===== src/hw/iod_pkg.sv =====
// constants, field masks and carrier types for the low i/o register decoder
// Function
// software writes zero into reserved bit positions of any register it writes
// software never writes to a reserved i/o location
// locations 0x00-0x1F accept single-bit set and clear operations
// locations 0x00-0x1F support skip-if-bit-set and skip-if-bit-clear tests
// writing one clears a status flag; writing zero leaves it unchanged
// single-bit operations touch only the addressed bit, never other flags
// short i/o instructions reach the 64 registers at i/o addresses 0x00-0x3F
// data-space accesses reach each i/o register at its address plus 0x20
// extended space 0x60-0xFF is data-space only, short i/o cannot reach it
// nvm address high byte exists only on larger-memory variants
// reserved locations and bits read zero, with no side effects
// every register is eight bits and completes in one access cycle
`default_nettype none
package iod_pkg;

  localparam int IO_LOCS = 64;
  localparam logic [7:0] IO_LAST = 8'h3F;
  localparam logic [7:0] BIT_LAST = 8'h1F;
  localparam logic [7:0] DATA_OFS = 8'h20;
  localparam logic [7:0] EXT_FIRST = 8'h60;
  localparam logic [7:0] RESET_VAL = 8'h00;

  // i/o offsets
  localparam logic [5:0] A_PIN_B = 6'h03;
  localparam logic [5:0] A_DIR_B = 6'h04;
  localparam logic [5:0] A_OUT_B = 6'h05;
  localparam logic [5:0] A_PIN_C = 6'h06;
  localparam logic [5:0] A_DIR_C = 6'h07;
  localparam logic [5:0] A_OUT_C = 6'h08;
  localparam logic [5:0] A_PIN_D = 6'h09;
  localparam logic [5:0] A_DIR_D = 6'h0A;
  localparam logic [5:0] A_OUT_D = 6'h0B;
  localparam logic [5:0] A_T0_FLG = 6'h15;
  localparam logic [5:0] A_T1_FLG = 6'h16;
  localparam logic [5:0] A_T2_FLG = 6'h17;
  localparam logic [5:0] A_PC_FLG = 6'h1B;
  localparam logic [5:0] A_EI_FLG = 6'h1C;
  localparam logic [5:0] A_EI_MSK = 6'h1D;
  localparam logic [5:0] A_SCR0 = 6'h1E;
  localparam logic [5:0] A_NVM_CTL = 6'h1F;
  localparam logic [5:0] A_NVM_DAT = 6'h20;
  localparam logic [5:0] A_NVM_AL = 6'h21;
  localparam logic [5:0] A_NVM_AH = 6'h22;
  localparam logic [5:0] A_PRESC = 6'h23;
  localparam logic [5:0] A_T0_CA = 6'h24;
  localparam logic [5:0] A_T0_CB = 6'h25;
  localparam logic [5:0] A_T0_CNT = 6'h26;
  localparam logic [5:0] A_T0_CMPA = 6'h27;
  localparam logic [5:0] A_T0_CMPB = 6'h28;
  localparam logic [5:0] A_SCR1 = 6'h2A;
  localparam logic [5:0] A_SCR2 = 6'h2B;
  localparam logic [5:0] A_SP_CTL = 6'h2C;
  localparam logic [5:0] A_SP_STA = 6'h2D;
  localparam logic [5:0] A_SP_DAT = 6'h2E;
  localparam logic [5:0] A_CMP = 6'h30;
  localparam logic [5:0] A_SLEEP = 6'h33;
  localparam logic [5:0] A_RST_CAUSE = 6'h34;
  localparam logic [5:0] A_MISC = 6'h35;

  // implemented-bit masks: the full mask, and masks where fewer than eight bits exist
  localparam logic [7:0] M_FULL = 8'hFF;
  localparam logic [7:0] M_PORT_C = 8'h7F;
  localparam logic [7:0] M_T0_FLG = 8'h07;
  localparam logic [7:0] M_T1_FLG = 8'h27;
  localparam logic [7:0] M_T2_FLG = 8'h07;
  localparam logic [7:0] M_PC_FLG = 8'h07;
  localparam logic [7:0] M_EI = 8'h03;
  localparam logic [7:0] M_NVM_CTL = 8'h3F;
  localparam logic [7:0] M_PRESC = 8'h83;
  localparam logic [7:0] M_T0_CA = 8'hF3;
  localparam logic [7:0] M_T0_CB = 8'hCF;
  localparam logic [7:0] M_SP_STA = 8'hC1;
  localparam logic [7:0] M_SLEEP = 8'h0F;
  localparam logic [7:0] M_RST_CAUSE = 8'h0F;
  localparam logic [7:0] M_MISC = 8'h13;
  // live status bits and the comparator event flag
  localparam logic [7:0] M_SP_LIVE = 8'hC0;
  localparam logic [7:0] M_CMP_LIVE = 8'h20;
  localparam logic [7:0] M_CMP_FLG = 8'h10;

  typedef enum logic [2:0] {
    OP_IO_READ = 3'b000,
    OP_IO_WRITE = 3'b001,
    OP_DATA_READ = 3'b010,
    OP_DATA_WRITE = 3'b011,
    OP_BIT_SET = 3'b100,
    OP_BIT_CLEAR = 3'b101,
    OP_SKIP_SET = 3'b110,
    OP_SKIP_CLEAR = 3'b111
  } iod_op_type;

  typedef struct packed {
    logic valid;
    iod_op_type op;
    logic [7:0] addr;
    logic [2:0] bit_sel;
    logic [7:0] wdata;
  } iod_req_type;

  typedef struct packed {
    logic ack;
    logic hit;
    logic skip;
    logic [7:0] rdata;
  } iod_resp_type;

  typedef struct packed {
    logic [7:0] pb;
    logic [7:0] pc;
    logic [7:0] pd;
  } iod_pins_type;

  typedef struct packed {
    logic [7:0] timer0;
    logic [7:0] timer1;
    logic [7:0] timer2;
    logic [7:0] pin_change;
    logic [7:0] ext_irq;
    logic comparator;
  } iod_event_type;

  typedef struct packed {
    logic spi_done;
    logic spi_collision;
    logic comp_out;
  } iod_status_type;

endpackage : iod_pkg
`default_nettype wire


===== src/hw/iod_decoder.sv =====
// low i/o space decoder with register storage, pin sampling and flag handling
`timescale 1ns/100ps
`default_nettype none
module iod_decoder
  import iod_pkg::*;
#(
  parameter bit HAS_NVM_ADDR_HIGH = 1'b1
) (
  input wire logic clk,
  input wire logic nrst,
  input wire iod_req_type req,
  output iod_resp_type resp,
  input wire iod_pins_type pins,
  input wire iod_status_type status,
  input wire iod_event_type events,
  output logic [IO_LOCS-1:0][7:0] reg_image
);

  logic [IO_LOCS-1:0][7:0] store_reg;
  logic [IO_LOCS-1:0][7:0] store_next;
  logic [23:0] sync1_reg;
  logic [23:0] sync2_reg;
  logic [23:0] sync3_reg;
  logic [23:0] pin_val_reg;
  logic [23:0] agree;
  logic dec_hit;
  logic [5:0] dec_idx;
  logic dec_wr;
  logic dec_rd;
  logic dec_skip;
  logic [7:0] dec_bits;
  logic [7:0] dec_val;
  logic [7:0] rd_val;
  logic [7:0] rw_bits;
  logic [7:0] clr_bits;

  // bits that exist at a location; everything else reads zero
  function automatic logic [7:0] impl_mask(input logic [5:0] a);
    case (a)
      A_PIN_B, A_DIR_B, A_OUT_B, A_PIN_D, A_DIR_D, A_OUT_D: impl_mask = M_FULL;
      A_PIN_C, A_DIR_C, A_OUT_C: impl_mask = M_PORT_C;
      A_T0_FLG: impl_mask = M_T0_FLG;
      A_T1_FLG: impl_mask = M_T1_FLG;
      A_T2_FLG: impl_mask = M_T2_FLG;
      A_PC_FLG: impl_mask = M_PC_FLG;
      A_EI_FLG, A_EI_MSK: impl_mask = M_EI;
      A_NVM_CTL: impl_mask = M_NVM_CTL;
      A_PRESC: impl_mask = M_PRESC;
      A_T0_CA: impl_mask = M_T0_CA;
      A_T0_CB: impl_mask = M_T0_CB;
      A_SP_STA: impl_mask = M_SP_STA;
      A_SLEEP: impl_mask = M_SLEEP;
      A_RST_CAUSE: impl_mask = M_RST_CAUSE;
      A_MISC: impl_mask = M_MISC;
      A_SCR0, A_SCR1, A_SCR2, A_NVM_DAT, A_NVM_AL, A_NVM_AH, A_T0_CNT,
      A_T0_CMPA, A_T0_CMPB, A_SP_CTL, A_SP_DAT, A_CMP: impl_mask = M_FULL;
      default: impl_mask = 8'h00;
    endcase
  endfunction : impl_mask

  // write-one-to-clear flag bits
  function automatic logic [7:0] w1c_mask(input logic [5:0] a);
    case (a)
      A_T0_FLG: w1c_mask = M_T0_FLG;
      A_T1_FLG: w1c_mask = M_T1_FLG;
      A_T2_FLG: w1c_mask = M_T2_FLG;
      A_PC_FLG: w1c_mask = M_PC_FLG;
      A_EI_FLG: w1c_mask = M_EI;
      A_CMP: w1c_mask = M_CMP_FLG;
      default: w1c_mask = 8'h00;
    endcase
  endfunction : w1c_mask

  // bits that show live state and ignore writes
  function automatic logic [7:0] ro_mask(input logic [5:0] a);
    case (a)
      A_PIN_B, A_PIN_D: ro_mask = M_FULL;
      A_PIN_C: ro_mask = M_PORT_C;
      A_SP_STA: ro_mask = M_SP_LIVE;
      A_CMP: ro_mask = M_CMP_LIVE;
      default: ro_mask = 8'h00;
    endcase
  endfunction : ro_mask

  // size of the nvm address high byte depends on the variant
  function automatic logic [7:0] eff_impl(input logic [5:0] a);
    if (a == A_NVM_AH && !HAS_NVM_ADDR_HIGH) begin
      eff_impl = 8'h00;
    end else begin
      eff_impl = impl_mask(a);
    end
  endfunction : eff_impl

  // hardware flag sources aligned to their flag positions
  function automatic logic [7:0] event_bits(input logic [5:0] a, input iod_event_type e);
    case (a)
      A_T0_FLG: event_bits = e.timer0 & M_T0_FLG;
      A_T1_FLG: event_bits = e.timer1 & M_T1_FLG;
      A_T2_FLG: event_bits = e.timer2 & M_T2_FLG;
      A_PC_FLG: event_bits = e.pin_change & M_PC_FLG;
      A_EI_FLG: event_bits = e.ext_irq & M_EI;
      A_CMP: event_bits = e.comparator ? M_CMP_FLG : 8'h00;
      default: event_bits = 8'h00;
    endcase
  endfunction : event_bits

  // pins come from outside: three stages, accept a bit once stages two and three agree
  always_ff @(posedge clk or negedge nrst) begin
    if (!nrst) begin
      sync1_reg <= 24'h000000;
      sync2_reg <= 24'h000000;
      sync3_reg <= 24'h000000;
    end else begin
      sync1_reg <= pins;
      sync2_reg <= sync1_reg;
      sync3_reg <= sync2_reg;
    end
  end

  assign agree = ~(sync2_reg ^ sync3_reg);

  // filtered pin state; a bit holds its old value while it is still settling
  always_ff @(posedge clk or negedge nrst) begin
    if (!nrst) begin
      pin_val_reg <= 24'h000000;
    end else begin
      pin_val_reg <= (pin_val_reg & ~agree) | (sync3_reg & agree);
    end
  end

  // live value of read-only bits at a location
  function automatic logic [7:0] live_bits(input logic [5:0] a, input logic [23:0] p,
                                           input iod_status_type s);
    case (a)
      A_PIN_B: live_bits = p[23:16];
      A_PIN_C: live_bits = p[15:8] & M_PORT_C;
      A_PIN_D: live_bits = p[7:0];
      A_SP_STA: live_bits = {s.spi_done, s.spi_collision, 6'h00};
      A_CMP: live_bits = {2'b00, s.comp_out, 5'h00};
      default: live_bits = 8'h00;
    endcase
  endfunction : live_bits

  // address decode per access kind
  always_comb begin
    dec_hit = 1'b0;
    dec_idx = req.addr[5:0];
    dec_wr = 1'b0;
    dec_rd = 1'b0;
    dec_skip = 1'b0;
    dec_bits = M_FULL;
    dec_val = req.wdata;
    case (req.op)
      OP_IO_READ, OP_IO_WRITE: begin
        dec_hit = req.addr <= IO_LAST;
        dec_wr = req.op == OP_IO_WRITE;
        dec_rd = req.op == OP_IO_READ;
      end
      OP_DATA_READ, OP_DATA_WRITE: begin
        // extended space above the window belongs to another decoder
        dec_hit = req.addr >= DATA_OFS && req.addr < EXT_FIRST;
        dec_idx = 6'(req.addr - DATA_OFS);
        dec_wr = req.op == OP_DATA_WRITE;
        dec_rd = req.op == OP_DATA_READ;
      end
      OP_BIT_SET, OP_BIT_CLEAR: begin
        dec_hit = req.addr <= BIT_LAST;
        dec_wr = 1'b1;
        dec_bits = 8'(8'h01 << req.bit_sel);
        dec_val = (req.op == OP_BIT_SET) ? M_FULL : 8'h00;
      end
      OP_SKIP_SET, OP_SKIP_CLEAR: begin
        dec_hit = req.addr <= BIT_LAST;
        dec_skip = 1'b1;
      end
      default: begin
        dec_hit = 1'b0;
      end
    endcase
    dec_hit = dec_hit && req.valid;
  end

  // read view: stored bits, live bits, zero elsewhere
  assign rd_val = ((store_reg[dec_idx] & ~ro_mask(dec_idx)) | live_bits(dec_idx, pin_val_reg,
                  status)) & eff_impl(dec_idx);

  // bits that a write of this request may touch
  assign rw_bits = dec_bits & eff_impl(dec_idx) & ~ro_mask(dec_idx) & ~w1c_mask(dec_idx);
  assign clr_bits = dec_bits & w1c_mask(dec_idx) & dec_val;

  // next storage value; hardware set beats a same-cycle software clear
  always_comb begin
    for (int i = 0; i < IO_LOCS; i++) begin
      store_next[i] = store_reg[i];
      if (dec_hit && dec_wr && dec_idx == 6'(i)) begin
        store_next[i] = (store_reg[i] & ~rw_bits) | (dec_val & rw_bits);
        store_next[i] = store_next[i] & ~clr_bits;
      end
      store_next[i] = store_next[i] | event_bits(6'(i), events);
      store_next[i] = store_next[i] & eff_impl(6'(i)) & ~ro_mask(6'(i));
    end
  end

  // register storage, all zero out of reset
  always_ff @(posedge clk or negedge nrst) begin
    if (!nrst) begin
      store_reg <= {IO_LOCS{RESET_VAL}};
    end else begin
      store_reg <= store_next;
    end
  end

  assign reg_image = store_reg;

  // answer one cycle after the request; misses read zero
  always_ff @(posedge clk or negedge nrst) begin
    if (!nrst) begin
      resp <= '0;
    end else begin
      resp.ack <= req.valid;
      resp.hit <= dec_hit;
      resp.rdata <= (dec_hit && dec_rd) ? rd_val : 8'h00;
      resp.skip <= dec_hit && dec_skip &&
                   (rd_val[req.bit_sel] == (req.op == OP_SKIP_SET));
    end
  end

  // helper state for the checks below
  logic [5:0] q_idx_reg;
  logic [2:0] q_bit_reg;
  logic [7:0] q_old_reg;
  logic q_sel_reg;
  logic [7:0] q_ev_reg;

  always_ff @(posedge clk or negedge nrst) begin
    if (!nrst) begin
      q_idx_reg <= 6'h00;
      q_bit_reg <= 3'h0;
      q_old_reg <= 8'h00;
      q_sel_reg <= 1'b0;
      q_ev_reg <= 8'h00;
    end else begin
      q_idx_reg <= dec_idx;
      q_bit_reg <= req.bit_sel;
      q_old_reg <= store_reg[dec_idx];
      q_sel_reg <= rd_val[req.bit_sel];
      q_ev_reg <= event_bits(dec_idx, events);
    end
  end

  // bit set lands on a plain writable bit
  property p_bit_set;
    @(posedge clk) disable iff (!nrst)
    (dec_hit && req.op == OP_BIT_SET && rw_bits != 8'h00) |=>
      store_reg[q_idx_reg][q_bit_reg];
  endproperty
  a_bit_set: assert property (p_bit_set) else $error("bit set did not set");

  // bit clear lands on a plain writable bit
  property p_bit_clear;
    @(posedge clk) disable iff (!nrst)
    (dec_hit && req.op == OP_BIT_CLEAR && rw_bits != 8'h00) |=>
      !store_reg[q_idx_reg][q_bit_reg];
  endproperty
  a_bit_clear: assert property (p_bit_clear) else $error("bit clear did not clear");

  // skip answer matches the sampled bit and polarity
  property p_skip;
    @(posedge clk) disable iff (!nrst)
    (dec_hit && dec_skip) |=> resp.ack && resp.hit &&
      (resp.skip == (q_sel_reg == ($past(req.op) == OP_SKIP_SET)));
  endproperty
  a_skip: assert property (p_skip) else $error("skip answer wrong");

  // a one written to a flag clears it unless an event sets it again
  property p_w1c;
    @(posedge clk) disable iff (!nrst)
    (dec_hit && dec_wr && clr_bits != 8'h00) |=>
      ((store_reg[q_idx_reg] & $past(clr_bits) & ~q_ev_reg) == 8'h00);
  endproperty
  a_w1c: assert property (p_w1c) else $error("flag not cleared by one");

  // a bit operation never drops a flag outside the addressed bit
  property p_bit_only;
    @(posedge clk) disable iff (!nrst)
    (dec_hit && (req.op == OP_BIT_SET || req.op == OP_BIT_CLEAR)) |=>
      ((q_old_reg & ~(8'(8'h01 << q_bit_reg)) & ~store_reg[q_idx_reg]) == 8'h00);
  endproperty
  a_bit_only: assert property (p_bit_only) else $error("neighbour bit lost");

  // data-space alias window answers as a hit
  property p_alias;
    @(posedge clk) disable iff (!nrst)
    (req.valid && (req.op == OP_DATA_READ || req.op == OP_DATA_WRITE) &&
     req.addr >= DATA_OFS && req.addr < EXT_FIRST) |=> resp.hit;
  endproperty
  a_alias: assert property (p_alias) else $error("alias window missed");

  // extended data space is not decoded here
  property p_ext;
    @(posedge clk) disable iff (!nrst)
    (req.valid && req.addr >= EXT_FIRST) |=> resp.ack && !resp.hit && resp.rdata == 8'h00;
  endproperty
  a_ext: assert property (p_ext) else $error("extended space decoded");

  // reserved locations read zero
  property p_reserved;
    @(posedge clk) disable iff (!nrst)
    (dec_hit && dec_rd && impl_mask(dec_idx) == 8'h00) |=> resp.rdata == 8'h00;
  endproperty
  a_reserved: assert property (p_reserved) else $error("reserved read not zero");

  // every request answered in the next cycle, nothing else
  property p_one_cycle;
    @(posedge clk) disable iff (!nrst)
    req.valid |=> resp.ack ##1 (resp.ack == $past(req.valid));
  endproperty
  a_one_cycle: assert property (p_one_cycle) else $error("answer not one cycle");

  // small variant keeps the high address byte empty
  property p_no_high;
    @(posedge clk) disable iff (!nrst)
    !HAS_NVM_ADDR_HIGH |-> store_reg[A_NVM_AH] == 8'h00;
  endproperty
  a_no_high: assert property (p_no_high) else $error("high byte present");

  // an event in the clearing cycle keeps its flag set
  property p_set_wins;
    @(posedge clk) disable iff (!nrst)
    (dec_hit && dec_wr && (clr_bits & event_bits(dec_idx, events)) != 8'h00) |=>
      ((store_reg[q_idx_reg] & q_ev_reg) == q_ev_reg);
  endproperty
  a_set_wins: assert property (p_set_wins) else $error("event lost to a clear");

  // a write with no ones on the flags leaves every flag standing
  property p_zero_keeps;
    @(posedge clk) disable iff (!nrst)
    (dec_hit && dec_wr && clr_bits == 8'h00) |=>
      ((q_old_reg & w1c_mask(q_idx_reg) & ~store_reg[q_idx_reg]) == 8'h00);
  endproperty
  a_zero_keeps: assert property (p_zero_keeps) else $error("flag lost on zero write");

  // short i/o accesses inside the 64-location window are decoded here
  property p_io_range;
    @(posedge clk) disable iff (!nrst)
    (req.valid && (req.op == OP_IO_READ || req.op == OP_IO_WRITE) &&
     req.addr <= IO_LAST) |=> resp.hit;
  endproperty
  a_io_range: assert property (p_io_range) else $error("io window missed");

  // a refused request leaves storage alone
  property p_miss_quiet;
    @(posedge clk) disable iff (!nrst)
    (req.valid && !dec_hit && events == '0) |=> store_reg == $past(store_reg);
  endproperty
  a_miss_quiet: assert property (p_miss_quiet) else $error("refused request changed state");

  // no answer without a request
  property p_idle;
    @(posedge clk) disable iff (!nrst)
    !req.valid |=> !resp.ack;
  endproperty
  a_idle: assert property (p_idle) else $error("answer without request");

  // main scenarios
  c_flag_bit_set: cover property (@(posedge clk) disable iff (!nrst)
    dec_hit && req.op == OP_BIT_SET && w1c_mask(dec_idx) != 8'h00);
  c_skip_taken: cover property (@(posedge clk) disable iff (!nrst)
    resp.skip);
  c_alias_read: cover property (@(posedge clk) disable iff (!nrst)
    dec_hit && req.op == OP_DATA_READ && impl_mask(dec_idx) != 8'h00);
  c_set_over_clear: cover property (@(posedge clk) disable iff (!nrst)
    clr_bits != 8'h00 && (clr_bits & event_bits(dec_idx, events)) != 8'h00);
  c_refused: cover property (@(posedge clk) disable iff (!nrst)
    req.valid && !dec_hit);

endmodule : iod_decoder
`default_nettype wire


===== config.mk =====
export PLATFORM = sky130hd
export DESIGN_NAME = iod_decoder
export DESIGN_NICKNAME = d
export VERILOG_FILES = /design/src/hw/iod_pkg.sv /design/src/hw/iod_decoder.sv
export SDC_FILE = /design/constraint.sdc
export NUM_CORES = 1
export LEC_CHECK = 0
export BUFFER_PORTS_ARGS = -buffer_cell sky130_fd_sc_hd__buf_2
export CAP_MARGIN = 40
export CORE_AREA = 10 10 229 231
export CTS_BUF_LIST = sky130_fd_sc_hd__clkbuf_16
export DETAILED_ROUTE_END_ITERATION = 12
export DIE_AREA = 0 0 239 241
export SYNTH_ARGS = -nofsm -noshare
export SYNTH_HDL_FRONTEND = slang
export SYNTH_SLANG_ARGS = --single-unit

===== constraint.sdc =====
create_clock -name clk -period 6.6 [get_ports clk]
set_input_delay 1.65 -clock clk [delete_from_list [all_inputs] [get_ports clk]]
set_output_delay 1.65 -clock clk [all_outputs]
set_load 0.02 [all_outputs]

After elaboration in Yosys (flattened, before gate mapping). Memories as Yosys holds them, arrays and structs flattened. Index checks and enable logic that the tools add are counted.

Add/subtract/negate cells: 1. Order comparisons: 6. Equal/unequal tests: 43. Shift-type cells: 1. Mux-type cells: 23. Bitwise gates (word level): 121. Reduce and logical (&&, ||, !) cells: 46.

Operators with widths (count): AND 8 bit (46); bitwise OR 8 bit (20); == test 6 bit, second input constant (18); AND 24 bit (2); binary-select mux 8 bit (select 6 bit) (1); == test 6 x 5 -> 1 bit, second input constant (8); two-way mux 8 bit (6); NOT 24 bit (2); case mux 8 bit (5 select lines) (1); logical AND 1 bit (38); NOT 8 bit (4); case mux 8 bit (4 select lines) (1); AND 7 bit (4); AND 6 bit (4); == test 6 x 3 -> 1 bit, second input constant (4); == test 6 x 4 -> 1 bit, second input constant (4); bitwise OR 24 bit (1); case mux 6 bit (4 select lines) (1); bitwise XOR 24 bit (1); AND 3 bit (6); bitwise OR 3 bit (6); bitwise OR 6 bit (3); AND 4 bit (4); bitwise OR 7 bit (2); 33 further kinds (54).

Bits in registers: 298. Bits in read-only memories: 1024. Output and inout port bits: 523. Memories kept: 2.

Memories: (no name shown) (words 64, bits a word 8, read ports 1, clocked after memory_dff 0, wr ports 0, RTL line iod_decoder.sv:39) `case (a)`; (no name shown) (words 64, bits a word 8, read ports 1, clocked after memory_dff 0, wr ports 0, RTL line iod_decoder.sv:39).

Longest topological paths before layout.
Word-level depth: 15. Gate-level depth with buffers: 17.

Least setup slack after synthesis. Ideal clock, no wire load.

Path type: input to register. Start: input port req[11] in the netlist's numbering. End: register store_reg, in the netlist reg_image[216]. Data arrival time: 4.568 ns. Path slack: 1.968 ns. Cell stages on the path: 17. Cell sequence: buf_2 -> buf_2 -> buf_2 -> inv_1 -> ha_1 -> clkbuf_1 -> nand3b_1 -> o21ai_1 -> nand2_4 -> and3_1 -> and3_1 -> buf_2 -> mux2_2 -> a221o_1 -> buf_4 -> nand3_1 -> a21o_1.

RTL lines: start: declaration (RTL line iod_decoder.sv:11) `input wire iod_req_type req,`; end signal: assignment (RTL line iod_decoder.sv:207) `store_reg <= {IO_LOCS{RESET_VAL}};`; end signal: assignment (RTL line iod_decoder.sv:209) `store_reg <= store_next;`; end: declaration (RTL line iod_decoder.sv:19) `logic [IO_LOCS-1:0][7:0] store_reg;`.

Final worst setup path.
Start: input port req[12] in the netlist's numbering. End: register store_reg, in the netlist reg_image[288].

Longest elaborated chain between the ends: 12. Elaborated cells on any way between the ends: 40.

RTL lines: branches (longest 12 deep; another with memory read (64 x 8 bit)).

Parallel ways; which one is timed is not known. A chain may end at the register's enable or synchronous reset.

==> impl_metrics.toml <==
[sta]
rsz0062_at_grt = "no"
hold_viol = 0
tightest_slew_ns = 0.928
finalSetupViolations = 0
fin_crit_ns = 5.08
final_max_slew_viol_count = 0
fin_setup_tns_ns = 0
max_freq_mhz = 197
maxSlewHeadroom_pct = 37.7
fin_crit_sh_pct = 77.0
clock-skew-final_ns = 0.0133

[pwr]
leakagePower_nw = 8.78
powerDensity_nw_per_um2 = 238
max-vdd-ir-drop_mv = 0.180

[clocking]
postCtsHoldBufs = 0
path_clk_slew_ns = 0.06
clock-sinks = 294
h-tree-depth = 1
insertion_delay_ns = 0.58
clk_path_buf_depth = 3
numCtsBuffers = 30
ctsResizeCount = 0
post-cts-setup-buffer-count = 0
clockRootBuffer = "clkbuf_16"
cts_tree = "done"

[cells_and_area]
fillers = 4795
nets = 1979
antenna_cells = 0
areaGrowthSynthToFinish_pct = 11.9
fin_area_um2 = 17800
drive_above_1_share_pct = 22.1

[floorplan]
coreArea_um2 = 47500
die-area_um2 = 57600
die_w_um = 239
placementRows = 80
start_util_pct = 33.4
io_pins = 616
die_y_um = 241

[global_routing]
antenna_found_initial = 0
grt_pass1_vias = 12700
grt_max_degree = 118
grt-ovfl-total = 0
grt_pass1_wl_um = 91000
grt_use_total_pct = 21.3

[critical_path]
setup.worst_path.start_class = "input pin"
timing.rr.start = "reg_image[346]"
critPathArrivalTime_ns = 5.50
cp_top_family = "compound AO/OA/AOI/OAI gates"
crit_type = "input pin to register"
critPathBufInv = 4
crit_fanout = 17
end_kind = "register"
critPathSlowestCell = "a221o_1"
ff2ff_setup_slack_ns = 3.67
slowest_delay_ns = 0.67
cp.required_ns = 7.03
worst-r2r-cell-count = 9
r2r_end = "resp[8]"
cp_cell_sequence = "buf_2 -> inv_1 -> buf_4 -> ha_1 -> or3_1 -> a21oi_1 -> a211o_1 -> and3_1 -> and3_1 -> mux2_2 -> a221o_1 -> buf_4 -> a21oi_1"

[logic_synthesis]
synth.area.top_cells = "dfrtp_1 (46%), buf_4 (16%), a21oi_1 (5.4%)"
synth_warnings = 0
synth_ff_type = "dfrtp_1"
synthTopCellsByCount = "buf_4 (328), dfrtp_1 (294), a21oi_1 (171), nor2_1 (104), nand2_1 (97)"
synth-edff-count = 0
synth_seq_cells = 294
async_flop_share_pct = 100
syn_area_per_cell_um2 = 9.82
syn_inst = 1618
netlist.area_leader.share_pct = 46.3
yosysMostFrequentCell = "buf_4"
syn_area_um2 = 15900
ys_types = 80
seq_area_frac_synth_pct = 46.3
yosys.area.top_type = "dfrtp_1"

[place]
io_buffers = 268
place_area_um2 = 16900
place_congestion = 0.917
hpwl_um = 51000

[drt]
drcViolationCount = 0
drtIter0Drc = 1290
ant_nets = 0
routed_wl_um = 65100
num_vias = 12700
drtPass1Iterations = 7
viasPerCell = 5.06
wl_per_cell_um = 25.9

[hold_path]
hp-start = "sync1_reg[12]"
hold_depth = 0
min_path_type = "register to register"
whs_endpoint = "sync2_reg[12]"

[status]
status = "finished, final reports clean"

[flow_run]
cap_viol_max_count = 0
[worst reg2reg max path, delay by kind of cell, from the launching register on]
| family | cells | cell delay [ns] |
|---|---|---|
| AOI/OAI and AO/OA | 8 | 2.22 |
| muxes | 1 | 0.27 |
| DFF | 1 | 0.39 |
[placed cells by master (no fill, tap or decap), types with 12 or more instances in the layout]
cell and n:
buf_2 266, dfrtp_1 294, inv_1 18, mux2i_1 33, nand2b_1 14, nor2_1 103
maj3_1 23, and3_1 17, clkbuf_16 30, mux2_2 34, o21ai_0 75, a31oi_1 13
nand2_1 97, nor3_1 21, a221oi_1 14, buf_4 51, conb_1 321, a21o_1 15
o31ai_1 12, a21oi_1 170, o21ai_1 27, nand3_1 41
[metal layers]
metal  routed length [um]  up-vias  track usage (%)  share of wire (%)
met2                31900      735             36.4                 49
met3                 6840       80             6.30                 11
li1                     -     5611                -                  -
met5                    0        -                0                  0
met1                24700     6309             25.3                 38
met4                 1670        0             6.52                2.6
[stage by stage]
step	total power [W]	util, %	std cells	hold WS (ns)	setup WS [ns]
after global routing	0.00438	37.4	2517	0.351	1.39
final	0.00423	37.4	2517	0.346	1.52
after detailed placement	0.00263	35.4	2462	0.335	1.02
after CTS	0.00424	37.4	2517	0.348	1.61
after floorplan	0.00250	-	1938	0.331	1.97
after global placement	0.00262	35.3	2457	0.334	0.988
[final cells by class]
class | instances | area, um2 | share of cell area (%)
clock buffers | 30 | 751 | 4.22
clock inverters | 25 | 171 | 0.964
flip-flops and latches | 294 | 7360 | 41.4
multi-input cells | 1215 | 6860 | 38.6
well taps | 615 | 769 | 4.33
inverters | 15 | 56.3 | 0.317
repair buffers | 323 | 1810 | 10.2
[cell families (layout without fill, tap and decap cells)]
group                      after synthesis  after routing  synth area share, %
AOI/OAI and AO/OA                      438            438                 17.1
buffers and inverters                  429            393                 18.3
muxes                                   79             79                 5.80
adders and majority gates               30             30                 2.00
other                                    1            321               0.0236
DFF                                    294            294                 46.3
and+or+nand+nor                        345            345                 10.2
xor gates and xnor gates                 2              2                0.276
[power by group]
group / internal (W) / switching (W)
combinational: 0.000157 / 0.000561
clock: 0.000899 / 0.000723
sequential: 0.00186 / 0.0000358
[how the worst max path moves through the flow]
stage | to | depth (start not counted) | slack, ns | start
detailed placement | reg_image[288] | 13 | 1.02 | req[12]
global placement | reg_image[184] | 13 | 0.99 | req[12]
floorplan | reg_image[216] | 17 | 1.97 | req[11]
finish | reg_image[288] | 13 | 1.52 | req[12]
global route | reg_image[184] | 13 | 1.39 | req[12]
CTS | reg_image[288] | 13 | 1.61 | req[12]
Note: power is estimated with default switching activity, not from simulation.
